[src/design/scl_defines.svh]
`ifndef SCL_DEFINES_SVH
`define SCL_DEFINES_SVH

// Register port geometry
`define SCL_ADDR_W 5
`define SCL_DATA_W 16

// Register offsets
`define SCL_REG_STRAP 5'h12
`define SCL_REG_IMASK 5'h19
`define SCL_REG_ISTAT 5'h1B
`define SCL_REG_CTRL 5'h1F

// Control register fields and reset value
`define SCL_CTRL_INT_POL 14
`define SCL_CTRL_WAKE_SEL 8
`define SCL_CTRL_RST 16'h0000

// Interrupt status bits
`define SCL_IRQ_W 3
`define SCL_IRQ_LATCHED 0
`define SCL_IRQ_RSVD 1
`define SCL_IRQ_WAKE 2

// Operating mode codes
`define SCL_MODE_GMII 4'h1
`define SCL_MODE_NAND 4'h4
`define SCL_MODE_PDOWN 4'h7

// Management address upper bits
`define SCL_ADDR_HI 2'h0

// Serial management frame
`define SCL_PRE_BITS 6'h20
`define SCL_HDR_LAST 6'h0C
`define SCL_DATA_LAST 6'h0F
`define SCL_HDR_ST 12
`define SCL_HDR_OP 11:10
`define SCL_HDR_PHY 9:5
`define SCL_HDR_REG 4:0
`define SCL_OP_READ 2'h2
`define SCL_OP_WRITE 2'h1

// Link speed codes
`define SCL_SPEED_10 2'h0
`define SCL_SPEED_100 2'h1
`define SCL_SPEED_1000 2'h2

`endif

[src/design/scl_pkg.sv]
`include "scl_defines.svh"

package scl_pkg;
  typedef logic [`SCL_ADDR_W-1:0] scl_addr_t;
  typedef logic [`SCL_DATA_W-1:0] scl_data_t;
  typedef logic [`SCL_IRQ_W-1:0] scl_irq_t;

  typedef enum logic [3:0] {
    SCL_MD_GMII = `SCL_MODE_GMII,
    SCL_MD_NAND = `SCL_MODE_NAND,
    SCL_MD_PDOWN = `SCL_MODE_PDOWN
  } scl_mode_e;

  typedef struct packed {
    logic led_style_strap;
    logic refclk_out_enable_strap;
    logic [3:0] mode;
    logic [2:0] addr_low;
  } scl_strap_s;

  typedef enum logic [2:0] {
    SCL_MS_PRE = 3'b000,
    SCL_MS_HDR = 3'b001,
    SCL_MS_TA = 3'b010,
    SCL_MS_RD = 3'b011,
    SCL_MS_WR = 3'b100
  } scl_mdio_state_e;
endpackage

[src/design/scl_strap_if.sv]
interface scl_strap_if;
  scl_pkg::scl_strap_s strap;
  logic valid;
  modport sampler (output strap, output valid);
  modport core (input strap, input valid);
endinterface

[src/design/scl_strap_sampler.sv]
module scl_strap_sampler (
  input wire logic clk_i,
  input wire logic rst_n_i,
  input scl_pkg::scl_strap_s pins_i,
  scl_strap_if.sampler strap_if
);
  import scl_pkg::*;

  // One capture on the first edge after release, then frozen
  always_ff @(posedge clk_i or negedge rst_n_i) begin
    if (!rst_n_i) begin
      strap_if.strap <= '0;
      strap_if.valid <= 1'b0;
    end else if (!strap_if.valid) begin
      strap_if.strap <= pins_i;
      strap_if.valid <= 1'b1;
    end
  end
endmodule

[src/design/scl_sync.sv]
module scl_sync #(
  parameter int W = 1
) (
  input wire logic clk_i,
  input wire logic [W-1:0] d_i,
  output logic [W-1:0] q_o
);
  logic [W-1:0] meta_ff;

  // No reset: the straps must be seen through the whole chip reset
  always_ff @(posedge clk_i) begin
    meta_ff <= d_i;
    q_o <= meta_ff;
  end
endmodule

[src/design/scl_top.sv]
// Overview of operation
// - Capture all straps at reset release
// - Upper two address bits always zero
// - Decode mode: normal, NAND tree, power-down
// - Clock strap high enables reference clock in normal mode
// - LED strap picks single or tri-color
// - Interrupt active low unless polarity bit
// - Wake event drives shared pin low
// - Management data follows management clock
// - Straps share receive, LED, clock pins
//
// Decided for this implementation: the address-and-strobe port and the register addresses.
`include "scl_defines.svh"

module scl_top #(
  parameter int unsigned BLINK_CYCLES = 5000000
) (
  // Clock and chip reset
  input wire logic core_clk_i,
  input wire logic reset_n_i,
  // Register port
  input scl_pkg::scl_addr_t reg_addr_i,
  input scl_pkg::scl_data_t reg_wdata_i,
  input wire logic reg_we_i,
  input wire logic reg_re_i,
  output scl_pkg::scl_data_t reg_rdata_o,
  // Serial management pins
  input wire logic mdc_i,
  input wire logic mdio_i,
  output logic mdio_o,
  output logic mdio_oe_o,
  // Shared strap pins
  input wire logic [3:0] rxd_pin_i,
  output logic [3:0] rxd_pin_o,
  output logic rxd_pin_oe_o,
  input wire logic rx_dv_pin_i,
  output logic rx_dv_pin_o,
  output logic rx_dv_pin_oe_o,
  input wire logic rx_clk_pin_i,
  output logic rx_clk_pin_o,
  output logic rx_clk_pin_oe_o,
  input wire logic led2_pin_i,
  output logic led2_pin_o,
  output logic led2_pin_oe_o,
  input wire logic led1_pin_i,
  output logic led1_pin_o,
  output logic led1_pin_oe_o,
  input wire logic refclk_out_pin_i,
  output logic refclk_out_pin_o,
  output logic refclk_out_pin_oe_o,
  // Receive path and status from the transceiver core
  input wire logic [3:0] gmii_rxd_i,
  input wire logic gmii_rx_dv_i,
  input wire logic gmii_rx_clk_i,
  input wire logic refclk_125_i,
  input wire logic link_up_i,
  input wire logic [1:0] link_speed_i,
  input wire logic activity_i,
  input wire logic wol_event_i,
  // Configuration and interrupt
  output scl_pkg::scl_addr_t mgmt_address_o,
  output logic strap_valid_o,
  output logic mode_gmii_o,
  output logic mode_nand_tree_o,
  output logic mode_power_down_o,
  output logic led_single_mode_o,
  output logic irq_or_wake_event_out_o
);
  import scl_pkg::*;

  localparam int BLINK_W = $clog2(BLINK_CYCLES);

  logic rst_meta_ff;
  logic rst_sync_ff;
  scl_strap_s strap_raw;
  scl_strap_s strap_sync;
  logic [1:0] mgmt_sync;
  logic mdc_s;
  logic mdio_s;
  logic mdc_q_ff;
  logic mdc_rise;
  logic latch_evt;
  logic run_ok;
  logic [BLINK_W-1:0] blink_cnt_ff;
  logic blink_ff;
  logic led2_nxt;
  logic led1_nxt;
  logic act_lvl;
  scl_data_t ctrl_ff;
  scl_irq_t imask_ff;
  scl_irq_t istat_ff;
  scl_irq_t nxt_istat;
  scl_irq_t irq_evt;
  scl_irq_t irq_clr;
  logic irq_any;
  logic wr_en;
  scl_addr_t wr_addr;
  scl_data_t wr_data;
  scl_mdio_state_e mstate_ff;
  logic [5:0] mcnt_ff;
  scl_data_t msh_ff;
  logic mrd_ff;
  scl_addr_t mreg_ff;
  logic mwr_ff;
  logic [12:0] hdr;

  scl_strap_if u_strap_if ();

  // Reset release through two flops
  always_ff @(posedge core_clk_i or negedge reset_n_i) begin
    if (!reset_n_i) begin
      rst_meta_ff <= 1'b0;
      rst_sync_ff <= 1'b0;
    end else begin
      rst_meta_ff <= 1'b1;
      rst_sync_ff <= rst_meta_ff;
    end
  end

  // Strap roles of the shared pins
  assign strap_raw.led_style_strap = refclk_out_pin_i;
  assign strap_raw.refclk_out_enable_strap = rx_dv_pin_i;
  assign strap_raw.mode = rxd_pin_i;
  assign strap_raw.addr_low = {rx_clk_pin_i, led2_pin_i, led1_pin_i};

  scl_sync #(.W($bits(scl_strap_s))) u_strap_sync (
    .clk_i(core_clk_i),
    .d_i(strap_raw),
    .q_o(strap_sync)
  );

  scl_sync #(.W(2)) u_mgmt_sync (
    .clk_i(core_clk_i),
    .d_i({mdc_i, mdio_i}),
    .q_o(mgmt_sync)
  );

  assign mdc_s = mgmt_sync[1];
  assign mdio_s = mgmt_sync[0];

  scl_strap_sampler u_sampler (
    .clk_i(core_clk_i),
    .rst_n_i(rst_sync_ff),
    .pins_i(strap_sync),
    .strap_if(u_strap_if.sampler)
  );

  assign latch_evt = u_strap_if.valid && !strap_valid_o;
  // Receive pins are driven only in normal interface mode
  assign run_ok = strap_valid_o && mode_gmii_o;

  // Configuration outputs from the held straps
  always_ff @(posedge core_clk_i or negedge rst_sync_ff) begin
    if (!rst_sync_ff) begin
      mgmt_address_o <= '0;
      strap_valid_o <= 1'b0;
      mode_gmii_o <= 1'b0;
      mode_nand_tree_o <= 1'b0;
      mode_power_down_o <= 1'b0;
      led_single_mode_o <= 1'b0;
    end else begin
      mgmt_address_o <= {`SCL_ADDR_HI, u_strap_if.strap.addr_low};
      strap_valid_o <= u_strap_if.valid;
      mode_gmii_o <= u_strap_if.valid && u_strap_if.strap.mode == SCL_MD_GMII;
      mode_nand_tree_o <= u_strap_if.valid && u_strap_if.strap.mode == SCL_MD_NAND;
      mode_power_down_o <= u_strap_if.valid && u_strap_if.strap.mode == SCL_MD_PDOWN;
      led_single_mode_o <= u_strap_if.valid && u_strap_if.strap.led_style_strap;
    end
  end

  // LED blink rate
  always_ff @(posedge core_clk_i or negedge rst_sync_ff) begin
    if (!rst_sync_ff) begin
      blink_cnt_ff <= '0;
      blink_ff <= 1'b0;
    end else if (blink_cnt_ff == BLINK_W'(BLINK_CYCLES - 1)) begin
      blink_cnt_ff <= '0;
      blink_ff <= !blink_ff;
    end else begin
      blink_cnt_ff <= blink_cnt_ff + 1'b1;
    end
  end

  // LED pin levels, low lights the LED
  always_comb begin
    act_lvl = activity_i ? blink_ff : 1'b0;
    led2_nxt = 1'b1;
    led1_nxt = 1'b1;
    if (u_strap_if.strap.led_style_strap) begin
      led2_nxt = !link_up_i;
      led1_nxt = activity_i ? blink_ff : 1'b1;
    end else if (link_up_i) begin
      case (link_speed_i)
        `SCL_SPEED_1000: begin
          led2_nxt = act_lvl;
        end
        `SCL_SPEED_100: begin
          led1_nxt = act_lvl;
        end
        `SCL_SPEED_10: begin
          led2_nxt = act_lvl;
          led1_nxt = act_lvl;
        end
        default: begin
          led2_nxt = 1'b1;
          led1_nxt = 1'b1;
        end
      endcase
    end
  end

  // Shared pins stay released until the straps are held
  always_ff @(posedge core_clk_i or negedge rst_sync_ff) begin
    if (!rst_sync_ff) begin
      rxd_pin_oe_o <= 1'b0;
      rxd_pin_o <= '0;
      rx_dv_pin_oe_o <= 1'b0;
      rx_dv_pin_o <= 1'b0;
      rx_clk_pin_oe_o <= 1'b0;
      rx_clk_pin_o <= 1'b0;
      led2_pin_oe_o <= 1'b0;
      led2_pin_o <= 1'b1;
      led1_pin_oe_o <= 1'b0;
      led1_pin_o <= 1'b1;
      refclk_out_pin_oe_o <= 1'b0;
      refclk_out_pin_o <= 1'b0;
    end else begin
      rxd_pin_oe_o <= run_ok;
      rxd_pin_o <= gmii_rxd_i;
      rx_dv_pin_oe_o <= run_ok;
      rx_dv_pin_o <= gmii_rx_dv_i;
      // Clocks are sampled as levels; a true clock path bypasses this flop
      rx_clk_pin_oe_o <= run_ok;
      rx_clk_pin_o <= gmii_rx_clk_i;
      led2_pin_oe_o <= strap_valid_o;
      led2_pin_o <= led2_nxt;
      led1_pin_oe_o <= strap_valid_o;
      led1_pin_o <= led1_nxt;
      refclk_out_pin_oe_o <= run_ok && u_strap_if.strap.refclk_out_enable_strap;
      refclk_out_pin_o <= refclk_125_i;
    end
  end

  // Register read decode, shared by the port and the serial path
  function automatic scl_data_t reg_read(input scl_addr_t addr);
    scl_data_t d;
    d = '0;
    case (addr)
      `SCL_REG_STRAP: d = `SCL_DATA_W'(u_strap_if.strap);
      `SCL_REG_IMASK: d = `SCL_DATA_W'(imask_ff);
      `SCL_REG_ISTAT: d = `SCL_DATA_W'(istat_ff);
      `SCL_REG_CTRL: d = ctrl_ff;
      default: d = '0;
    endcase
    return d;
  endfunction

  // Port write wins; a serial write in the same cycle is dropped
  assign wr_en = reg_we_i || mwr_ff;
  assign wr_addr = reg_we_i ? reg_addr_i : mreg_ff;
  assign wr_data = reg_we_i ? reg_wdata_i : msh_ff;

  always_ff @(posedge core_clk_i or negedge rst_sync_ff) begin
    if (!rst_sync_ff) begin
      reg_rdata_o <= '0;
    end else begin
      reg_rdata_o <= reg_re_i ? reg_read(reg_addr_i) : '0;
    end
  end

  always_ff @(posedge core_clk_i or negedge rst_sync_ff) begin
    if (!rst_sync_ff) begin
      ctrl_ff <= `SCL_CTRL_RST;
      imask_ff <= '0;
    end else if (wr_en) begin
      if (wr_addr == `SCL_REG_CTRL) begin
        ctrl_ff <= wr_data;
      end
      if (wr_addr == `SCL_REG_IMASK) begin
        imask_ff <= wr_data[`SCL_IRQ_W-1:0];
      end
    end
  end

  // Sticky events; a new event beats a write-one clear
  always_comb begin
    irq_evt = '0;
    irq_evt[`SCL_IRQ_LATCHED] = latch_evt;
    irq_evt[`SCL_IRQ_RSVD] = latch_evt && !(u_strap_if.strap.mode inside
      {SCL_MD_GMII, SCL_MD_NAND, SCL_MD_PDOWN});
    irq_evt[`SCL_IRQ_WAKE] = wol_event_i;
    irq_clr = (wr_en && wr_addr == `SCL_REG_ISTAT) ? wr_data[`SCL_IRQ_W-1:0] : '0;
    nxt_istat = (istat_ff & ~irq_clr) | irq_evt;
  end

  assign irq_any = |(istat_ff & imask_ff);

  always_ff @(posedge core_clk_i or negedge rst_sync_ff) begin
    if (!rst_sync_ff) begin
      istat_ff <= '0;
      irq_or_wake_event_out_o <= 1'b1;
    end else begin
      istat_ff <= nxt_istat;
      if (ctrl_ff[`SCL_CTRL_WAKE_SEL]) begin
        irq_or_wake_event_out_o <= !istat_ff[`SCL_IRQ_WAKE];
      end else begin
        irq_or_wake_event_out_o <= ctrl_ff[`SCL_CTRL_INT_POL] ? irq_any : !irq_any;
      end
    end
  end

  // Serial management: sample on rising management clock
  always_ff @(posedge core_clk_i or negedge rst_sync_ff) begin
    if (!rst_sync_ff) begin
      mdc_q_ff <= 1'b0;
    end else begin
      mdc_q_ff <= mdc_s;
    end
  end

  assign mdc_rise = mdc_s && !mdc_q_ff;
  assign hdr = {msh_ff[11:0], mdio_s};

  always_ff @(posedge core_clk_i or negedge rst_sync_ff) begin
    if (!rst_sync_ff) begin
      mstate_ff <= SCL_MS_PRE;
      mcnt_ff <= '0;
      msh_ff <= '0;
      mrd_ff <= 1'b0;
      mreg_ff <= '0;
      mwr_ff <= 1'b0;
      mdio_o <= 1'b0;
      mdio_oe_o <= 1'b0;
    end else begin
      mwr_ff <= 1'b0;
      if (mdc_rise) begin
        case (mstate_ff)
          SCL_MS_PRE: begin
            if (mdio_s) begin
              if (mcnt_ff != `SCL_PRE_BITS) begin
                mcnt_ff <= mcnt_ff + 1'b1;
              end
            end else if (mcnt_ff == `SCL_PRE_BITS) begin
              mstate_ff <= SCL_MS_HDR;
              mcnt_ff <= '0;
              msh_ff <= '0;
            end else begin
              mcnt_ff <= '0;
            end
          end
          SCL_MS_HDR: begin
            msh_ff <= {msh_ff[14:0], mdio_s};
            mcnt_ff <= mcnt_ff + 1'b1;
            if (mcnt_ff == `SCL_HDR_LAST) begin
              mcnt_ff <= '0;
              mreg_ff <= hdr[`SCL_HDR_REG];
              mrd_ff <= hdr[`SCL_HDR_OP] == `SCL_OP_READ;
              msh_ff <= reg_read(hdr[`SCL_HDR_REG]);
              if (hdr[`SCL_HDR_ST] && hdr[`SCL_HDR_PHY] == mgmt_address_o &&
                  (hdr[`SCL_HDR_OP] == `SCL_OP_READ || hdr[`SCL_HDR_OP] == `SCL_OP_WRITE)) begin
                mstate_ff <= SCL_MS_TA;
              end else begin
                mstate_ff <= SCL_MS_PRE;
              end
            end
          end
          SCL_MS_TA: begin
            mcnt_ff <= mcnt_ff + 1'b1;
            if (mrd_ff) begin
              mdio_oe_o <= 1'b1;
              mdio_o <= 1'b0;
            end
            if (mcnt_ff != '0) begin
              mcnt_ff <= '0;
              if (mrd_ff) begin
                mdio_o <= msh_ff[15];
                msh_ff <= {msh_ff[14:0], 1'b0};
                mstate_ff <= SCL_MS_RD;
              end else begin
                mstate_ff <= SCL_MS_WR;
              end
            end
          end
          SCL_MS_RD: begin
            mcnt_ff <= mcnt_ff + 1'b1;
            if (mcnt_ff == `SCL_DATA_LAST) begin
              mdio_oe_o <= 1'b0;
              mcnt_ff <= '0;
              mstate_ff <= SCL_MS_PRE;
            end else begin
              mdio_o <= msh_ff[15];
              msh_ff <= {msh_ff[14:0], 1'b0};
            end
          end
          SCL_MS_WR: begin
            msh_ff <= {msh_ff[14:0], mdio_s};
            mcnt_ff <= mcnt_ff + 1'b1;
            if (mcnt_ff == `SCL_DATA_LAST) begin
              mwr_ff <= 1'b1;
              mcnt_ff <= '0;
              mstate_ff <= SCL_MS_PRE;
            end
          end
          default: begin
            mstate_ff <= SCL_MS_PRE;
            mcnt_ff <= '0;
            mdio_oe_o <= 1'b0;
          end
        endcase
      end
    end
  end
endmodule

[config.mk]
export PLATFORM = sky130hd
export DESIGN_NAME = scl_top
export DESIGN_NICKNAME = d
export VERILOG_FILES = /design/src/design/scl_pkg.sv /design/src/design/scl_strap_if.sv /design/src/design/scl_strap_sampler.sv /design/src/design/scl_sync.sv /design/src/design/scl_top.sv
export VERILOG_INCLUDE_DIRS = /design/src /design/src/design
export SDC_FILE = /design/constraint.sdc
export NUM_CORES = 1
export LEC_CHECK = 0
export BUFFER_PORTS_ARGS = -buffer_cell sky130_fd_sc_hd__clkbuf_2
export CORE_MARGIN = 2
export CORE_UTILIZATION = 55
export DETAILED_ROUTE_END_ITERATION = 10
export GPL_ROUTABILITY_DRIVEN = 1
export GPL_TIMING_DRIVEN = 0
export MAX_ROUTING_LAYER = met4
export PLACE_DENSITY = 0.77
export SLEW_MARGIN = 30
export SYNTH_ARGS = -nofsm -noshare
export SYNTH_HDL_FRONTEND = slang
export SYNTH_SLANG_ARGS = --single-unit
[constraint.sdc]
create_clock -name core_clk_i -period 9.3 [get_ports core_clk_i]
set_clock_uncertainty 0.15 [all_clocks]
set_input_delay 0 -clock core_clk_i [delete_from_list [all_inputs] [get_ports core_clk_i]]
set_output_delay 0 -clock core_clk_i [all_outputs]
set_load 0.005 [all_outputs]
==> results of run 1 <==
## layout make-up
type,instances,area (um^2)
flip-flops and latches,152,3700
fillers,786,3220
multi-input cells,373,2670
repair buffers,138,963
clock buffers,23,532
well taps,143,179
plain buffers,30,149
clock inverters,9,72.6
inverters,8,30.0
## critical path: stages (launching register included)
cell	delay, ns
dfrtp_1	0.44
inv_1	0.08
ha_1	0.20
nor4b_1	0.45
o21ai_0	0.24
o31ai_4	0.43
buf_2	0.31
o2bb2ai_1	0.15
## Yosys cell counts, types with 5 or more instances
| cell | instances |
|---|---|
| dfrtp_1 | 127 |
| nor2_1 | 42 |
| a21oi_1 | 28 |
| a22oi_1 | 24 |
| nand2_1 | 23 |
| dfxtp_1 | 22 |
| mux2i_1 | 22 |
| o21ai_0 | 21 |
| o2bb2ai_1 | 18 |
| clkbuf_1 | 17 |
| xor2_1 | 17 |
| and3_1 | 14 |
| nand3_1 | 14 |
| mux2_2 | 11 |
| nor3_1 | 10 |
| a22o_1 | 9 |
| nand2b_1 | 9 |
| nand4_1 | 9 |
| nor2b_1 | 9 |
| xnor2_1 | 9 |
| inv_1 | 8 |
| nor4b_1 | 7 |
| and2_1 | 6 |
| buf_4 | 6 |
| mux2_4 | 6 |
| buf_2 | 5 |
## state kept, by name (all words and copies together) (netlist names), 6 cells and up, named ones only
signal	cells
reg_rdata_o	16
msh_ff	16
u_sampler.strap_if.strap	9
mcnt_ff	6
blink_cnt_ff	23
ctrl_ff	16
u_strap_sync.q_o	9
u_strap_sync.meta_ff	9
## logic make-up (layout without fill, tap and decap cells)
kind of cell	after synthesis	in the layout	share of synthesized area (%)
AO/OA/AOI/OAI	129	129	14.9
AND/OR/NAND/NOR	171	171	14.8
multiplexers	39	39	6.64
XOR/XNOR	26	26	3.48
flip-flops	152	152	56.5
adder cells (fa/ha/maj)	4	4	0.765
buffers and inverters	38	208	2.74
other	2	4	0.115
## per-stage QoR
| step | cell area (um^2) | worst slack, ns |
|---|---|---|
| finish | 8300 | 6.75 |
| CTS | 8300 | 6.77 |
| floorplan | 6550 | 5.27 |
| global route | 8300 | 6.56 |
| global placement | 7170 | 3.93 |
| detailed placement | 7220 | 6.80 |
## routing by layer
layer | vias up | share of wire (%) | track usage (%)
li1 | 2360 | - | -
met1 | 2541 | 42 | 33.5
met2 | 169 | 50 | 43.1
met3 | 33 | 5.9 | 6.75
met4 | 0 | 2.2 | 10.4
met5 | - | 0 | -
## power by group
group	switching [mW]	internal, mW	total (mW)
combinational	0.0529	0.0541	0.107
sequential	0.0287	0.690	0.719
clock	0.279	0.408	0.687
total	0.361	1.15	1.51
## worst min path at each step
stage,start,endpoint,depth (start not counted)
after detailed placement,reset_n_i,rst_meta_ff$_DFF_PN0_,1
after floorplan,reset_n_i,rst_meta_ff$_DFF_PN0_,0
after CTS,reg_we_i,imask_ff[2]$_DFFE_PN0P_,4
after global routing,rxd_pin_i[1],u_strap_sync.meta_ff[4]$_DFF_P_,2
final,reg_we_i,imask_ff[2]$_DFFE_PN0P_,4
after global placement,reset_n_i,rst_meta_ff$_DFF_PN0_,1
==> summary.md, run 1 <==
| Metric | Value |
|---|---|
| Outcome | finished, violations left |
| Violated checks | DRC |
| Synth-to-Final Area Change | 26.9% |
| Arr. time, crit path | 2.74 ns |
| Register area share after synthesis | 56.5% |
| Drc violations | 5 |
| Layout Nets | 772 |
| Hold crit path type | in2reg |
| TritonCTS clock tree | done |
| Setup crit end | msh_ff[15]$_DFFE_PN0P_ |
| Worst path required time | 9.49 ns |
| Reg2Reg Setup Slack | 6.75 ns |
| # hold bufs at CTS | 47 |
| Num rows | 39 |
| Most frequent cells in the layout | 126 x dfrtp_1, 89 x clkbuf_2, 47 x dlygate4sd3_1 |
| Aggregate global routing overflow | 0 |
| Final worst path period need | 2.55 ns |
| Worst Reg-to-Reg Cells | 7 |
| Worst Setup SP | mcnt_ff[0]$_DFFE_PN0P_ |
| Routed wire per std cell | 17.9 um |
| Die width | 113 um |
| Slew @ Worst Pin | 0.733 ns |
| Via count | 5103 |
| Worst skew pair latency | 0.43 ns |
| WS Path Type | reg2reg |
| Initial DRT Pass Iterations | 8 |
| Worst vdd ir | 0.181 mV |
| Yosys reg bits | 152 |
| Final wirelength | 15.7 mm |
| Startpoint types | flip-flop |
| Post-DP HPWL | 10.3 mm |
| First-pass GRT wire length | 26.2 mm |
| Post-CTS Setup Repair Bufs | 0 |
| Initial core utilization | 56.8% |
| Layout cells sized above 1 | 23.1% |
| Vias in the first global route | 5330 |
| Initial antenna violation count | 0 |
| Critical Path End Type | flip-flop |
| Htree depth | 4 |
| Prevailing post-synth register cell | dfrtp_1 |
| Ys async rst share | 85.5% |
| Finished Layout Cells | 876 |
| DIE AREA | 0.0128 mm^2 |
| Reg2Reg Capture Point | msh_ff[15]$_DFFE_PN0P_ |
| PD cells | 182 mW/mm^2 |
| Post-Syn Instances | 561 |
| Max Slew Vio Count | 0 |
| CTS buffer count | 17 |
| Die height | 113 um |
| Final ANT Viol Nets | 0 |
| Final Util | 72.1% |
| Post-CTS sizing | 0 |
| Synth top area cells | dfrtp_1 49%, dfxtp_1 6.7%, mux2i_1 3.4% |
| Top-Level Pins | 92 |
| Synth Warn # | 0 |
| Critical R2R Launch | mcnt_ff[0]$_DFFE_PN0P_ |
| Initial DRC Count | 367 |
| Maxcap violations | 0 |
| Inserted Diodes | 0 |
| Slew margin rel. | 50.5% |
| CTS root buffer | clkbuf_16 |
| Netlist Area Pre-Place | 0.00654 mm^2 |
| Count of final setup violators | 0 |
| Fmax achieved | 392 MHz |
| Tot Pwr | 1.51 mW |
| Overall Global Routing Usage | 27.0% |
| Clock transition at path regs | 0.06 ns |
| I/O Buffers | 89 |
| Commonest non-fill, non-tap cell in the layout | dfrtp_1 |
| Core box area | 0.0115 mm^2 |
| Clk buf depth | 2 |
| Syn_area_per_cell | 11.7 um^2 |
| Final hold slack | 0.0167 ns |
| RSZ-0062 raised after global routing | false |
| Post-synth top area share | 48.6% |
| TNS Setup | 0 ns |
| Critical-path maximum fanout | 10 |
| Yosys top cell by area | dfrtp_1 |
| Final worst path period share | 27.4% |
| Clk sink count | 152 |
| Final hold violation count | 0 |
| Post-synth EDFFs | 0 |
| Placed cell count | 797 |
| GPL Wtd Cong | 0.916 |
| Largest net degree at the start of global routing | 47 |
| Yosys cell types | 65 |
| LEAKAGE | 3.80 nW |
| Via density | 5.83 |
No activity file was read; power rests on OpenSTA's default activity.
==> inputs of run 2 (changes only) <==
--- a/config.mk
+++ b/config.mk
@@ -8,12 +8,12 @@
 export LEC_CHECK = 0
 export BUFFER_PORTS_ARGS = -buffer_cell sky130_fd_sc_hd__clkbuf_2
 export CORE_MARGIN = 2
-export CORE_UTILIZATION = 55
+export CORE_UTILIZATION = 52
 export DETAILED_ROUTE_END_ITERATION = 10
 export GPL_ROUTABILITY_DRIVEN = 1
 export GPL_TIMING_DRIVEN = 0
 export MAX_ROUTING_LAYER = met4
-export PLACE_DENSITY = 0.77
+export PLACE_DENSITY = 0.76
 export SLEW_MARGIN = 30
 export SYNTH_ARGS = -nofsm -noshare
 export SYNTH_HDL_FRONTEND = slang
==> constraint.sdc (replaced) <==
create_clock -name core_clk_i -period 2 [get_ports core_clk_i]
set_clock_uncertainty 0.15 [all_clocks]
set_input_delay 0 -clock core_clk_i [delete_from_list [all_inputs] [get_ports core_clk_i]]
set_output_delay 0 -clock core_clk_i [all_outputs]
set_load 0.005 [all_outputs]
==> run 2 against run 1 <==
  * The flow finishes with violations (setup timing)
  * Non-clock buffer count up 14
  * Critical path depth is 1 higher
  * Sequential share of layout area shrank 2.0 points
  * Routed wire length is 0.54% higher
  * Clock power grew to 4.6 times the previous value
  * Clock-buffer cell count shrank 4
  * Setup slack got worse by 7.0 ns
  * Sequential power rose to 4.6 times the previous value
  * Hold slack worse by 0.0012 ns
  * Critical path type unchanged
  * Die area grew 5.6%
  * Final cell count up 4.5%
==> summary.md, run 2 (synthesis results as in run 1) <==
| Metric | Value |
|---|---|
| Largest net degree at the start of global routing | 39 |
| Initial core utilization | 53.8% |
| DIE AREA | 0.0135 mm^2 |
| Final worst slack | -0.260 ns |
| Critical-path maximum fanout | 5 |
| Vias in the first global route | 5210 |
| Synth-to-Final Area Change | 33.1% |
| Worst path required time | 2.15 ns |
| Layout fillers | 866 |
| Via count | 5159 |
| CTS root buffer | clkbuf_16 |
| Inserted Diodes | 0 |
| Flop pwr share | 47.3% |
| Final ANT Viol Nets | 0 |
| I/O Buffers | 89 |
| FF+latch area | 0.00371 mm^2 |
| Tot Pwr | 7.05 mW |
| Fmax achieved | 442 MHz |
| P_sw | 1.79 mW |
| GPL Wtd Cong | 0.894 |
| Int Power | 5.27 mW |
| Htree depth | 4 |
| Switching Fraction | 25.3% |
| Slew @ Worst Pin | 0.724 ns |
| RSZ-0062 raised after global routing | true |
| Num rows | 40 |
| Initial antenna violation count | 0 |
| Die width | 116 um |
| Core box area | 0.0122 mm^2 |
| Maxcap violations | 0 |
| Final worst path period need | 2.26 ns |
| Clock power share | 44.5% |
| Layout cells sized above 1 | 30.7% |
| Routed wire per std cell | 17.2 um |
| Final hold violation count | 0 |
| Post-DP HPWL | 10.5 mm |
| Violated checks | setup timing |
| Hold crit path type | in2reg |
| Arr. time, crit path | 2.41 ns |
| Largest Register | blink_cnt_ff |
| Top-Level Pins | 92 |
| Initial DRT Pass Iterations | 5 |
| Overall Global Routing Usage | 25.5% |
| Worst vdd ir | 0.709 mV |
| Combinational fraction of design power | 8.1% |
| Die height | 116 um |
| Outcome | finished, violations left |
| Final wirelength | 15.7 mm |
| Initial DRC Count | 349 |
| Slew margin rel. | 51.8% |
| Count of final setup violators | 31 |
| Layout Nets | 786 |
| TritonCTS clock tree | done |
| First-pass GRT wire length | 25.5 mm |
| PD cells | 810 mW/mm^2 |
| Critical Path End Type | flip-flop |
| WS Path Type | reg2reg |
| CTS buffer count | 17 |
| Aggregate global routing overflow | 0 |
| Max Slew Vio Count | 0 |
| Worst skew pair latency | 0.43 ns |
| Via density | 5.64 |
| Most frequent cells in the layout | 121 x dfrtp_1, 94 x clkbuf_2, 46 x dlygate4sd3_1 |
| Area occupied by multi-input gates | 0.00290 mm^2 |
| Final worst path period share | 113% |
| Drc violations | 0 |
| LEAKAGE | 4.01 nW |
| Commonest non-fill, non-tap cell in the layout | dfrtp_1 |
| Startpoint types | flip-flop |
| Max FFs per register | 23 |
| Final hold slack | 0.0155 ns |
| Clk buf depth | 2 |
| Clk sink count | 152 |
| Clock transition at path regs | 0.06 ns |
[run 2: layout make-up]
type | count | share of cell area [%]
flip-flops and latches | 152 | 42.6
multi-input cells | 373 | 33.3
repair buffers | 154 | 12.7
clock buffers | 19 | 5.33
well taps | 168 | 2.41
plain buffers | 28 | 1.81
clock inverters | 13 | 1.48
inverters | 8 | 0.345
[run 2: stage by stage]
step,TNS (ns),area [um^2],std cells,util [%],setup slack (ns)
floorplan,-1.57,6580,563,-,-0.111
global placement,-8.68,7240,820,59.5,-0.362
global route,-8.27,8710,915,71.6,-0.336
finish,-5.96,8710,915,71.6,-0.260
CTS,-5.90,8510,906,70.0,-0.236
detailed placement,-9.98,7300,823,60.0,-0.416
[run 2: repair_timing]
item / 4_1_cts / 5_1_grt
hold endpoints to repair: 50 / 0
gates cloned: 0 / 1
setup endpoints to repair: 57 / 55
setup buffers: 6 / 9
pin swaps: 5 / 9
resized for setup: 30 / 29
hold buffers: 46 / 0
[run 2: path summary, 6_finish.rpt]
kind | startpoint | endpoint | slack, ns | cells after the start
min in group asynchronous | rst_sync_ff$_DFF_PN0_ | rx_clk_pin_o$_DFF_PN0_ | 0.09 | 0
max in group asynchronous | rst_sync_ff$_DFF_PN0_ | irq_or_wake_event_out_o$_DFF_PN1_ | 0.77 | 2
hold reg to reg | rst_sync_ff$_DFF_PN0_ | rx_clk_pin_o$_DFF_PN0_ | 0.09 | 0
hold / removal | reg_we_i | ctrl_ff[15]$_DFFE_PN0P_ | 0.02 | 6
setup / recovery | mcnt_ff[1]$_DFFE_PN0P_ | msh_ff[7]$_DFFE_PN0P_ | -0.26 | 8
setup reg to reg | mcnt_ff[1]$_DFFE_PN0P_ | msh_ff[7]$_DFFE_PN0P_ | -0.26 | 8
[run 2: power by group through the flow]
| stage | sequential [mW] | combinational, mW | clock, mW |
|---|---|---|---|
| 2_1_floorplan | 3.38 | 0.241 | 0 |
| 4_1_cts | 3.34 | 0.537 | 3.20 |
| 3_5_place_dp | 3.39 | 0.439 | 0 |
| 6_report | 3.34 | 0.574 | 3.14 |
| 5_1_grt | 3.36 | 0.635 | 3.35 |
| 3_3_place_gp | 3.42 | 0.369 | 0 |
[run 2: worst max-delay path: stages, from the launching register on]
cell and delay (ns):
dfrtp_1 0.42, inv_2 0.10, ha_4 0.15, or4b_4 0.48, nor2_4 0.19, nor2_4 0.06
o31ai_4 0.33, buf_6 0.18, o2bb2ai_1 0.07
[run 2: metal layers]
layer  GRT usage [%]  part of all wire (%)
met5               -                     0
met4            10.0                   1.9
met3            5.86                   4.5
met2            40.9                    52
met1            31.5                    41
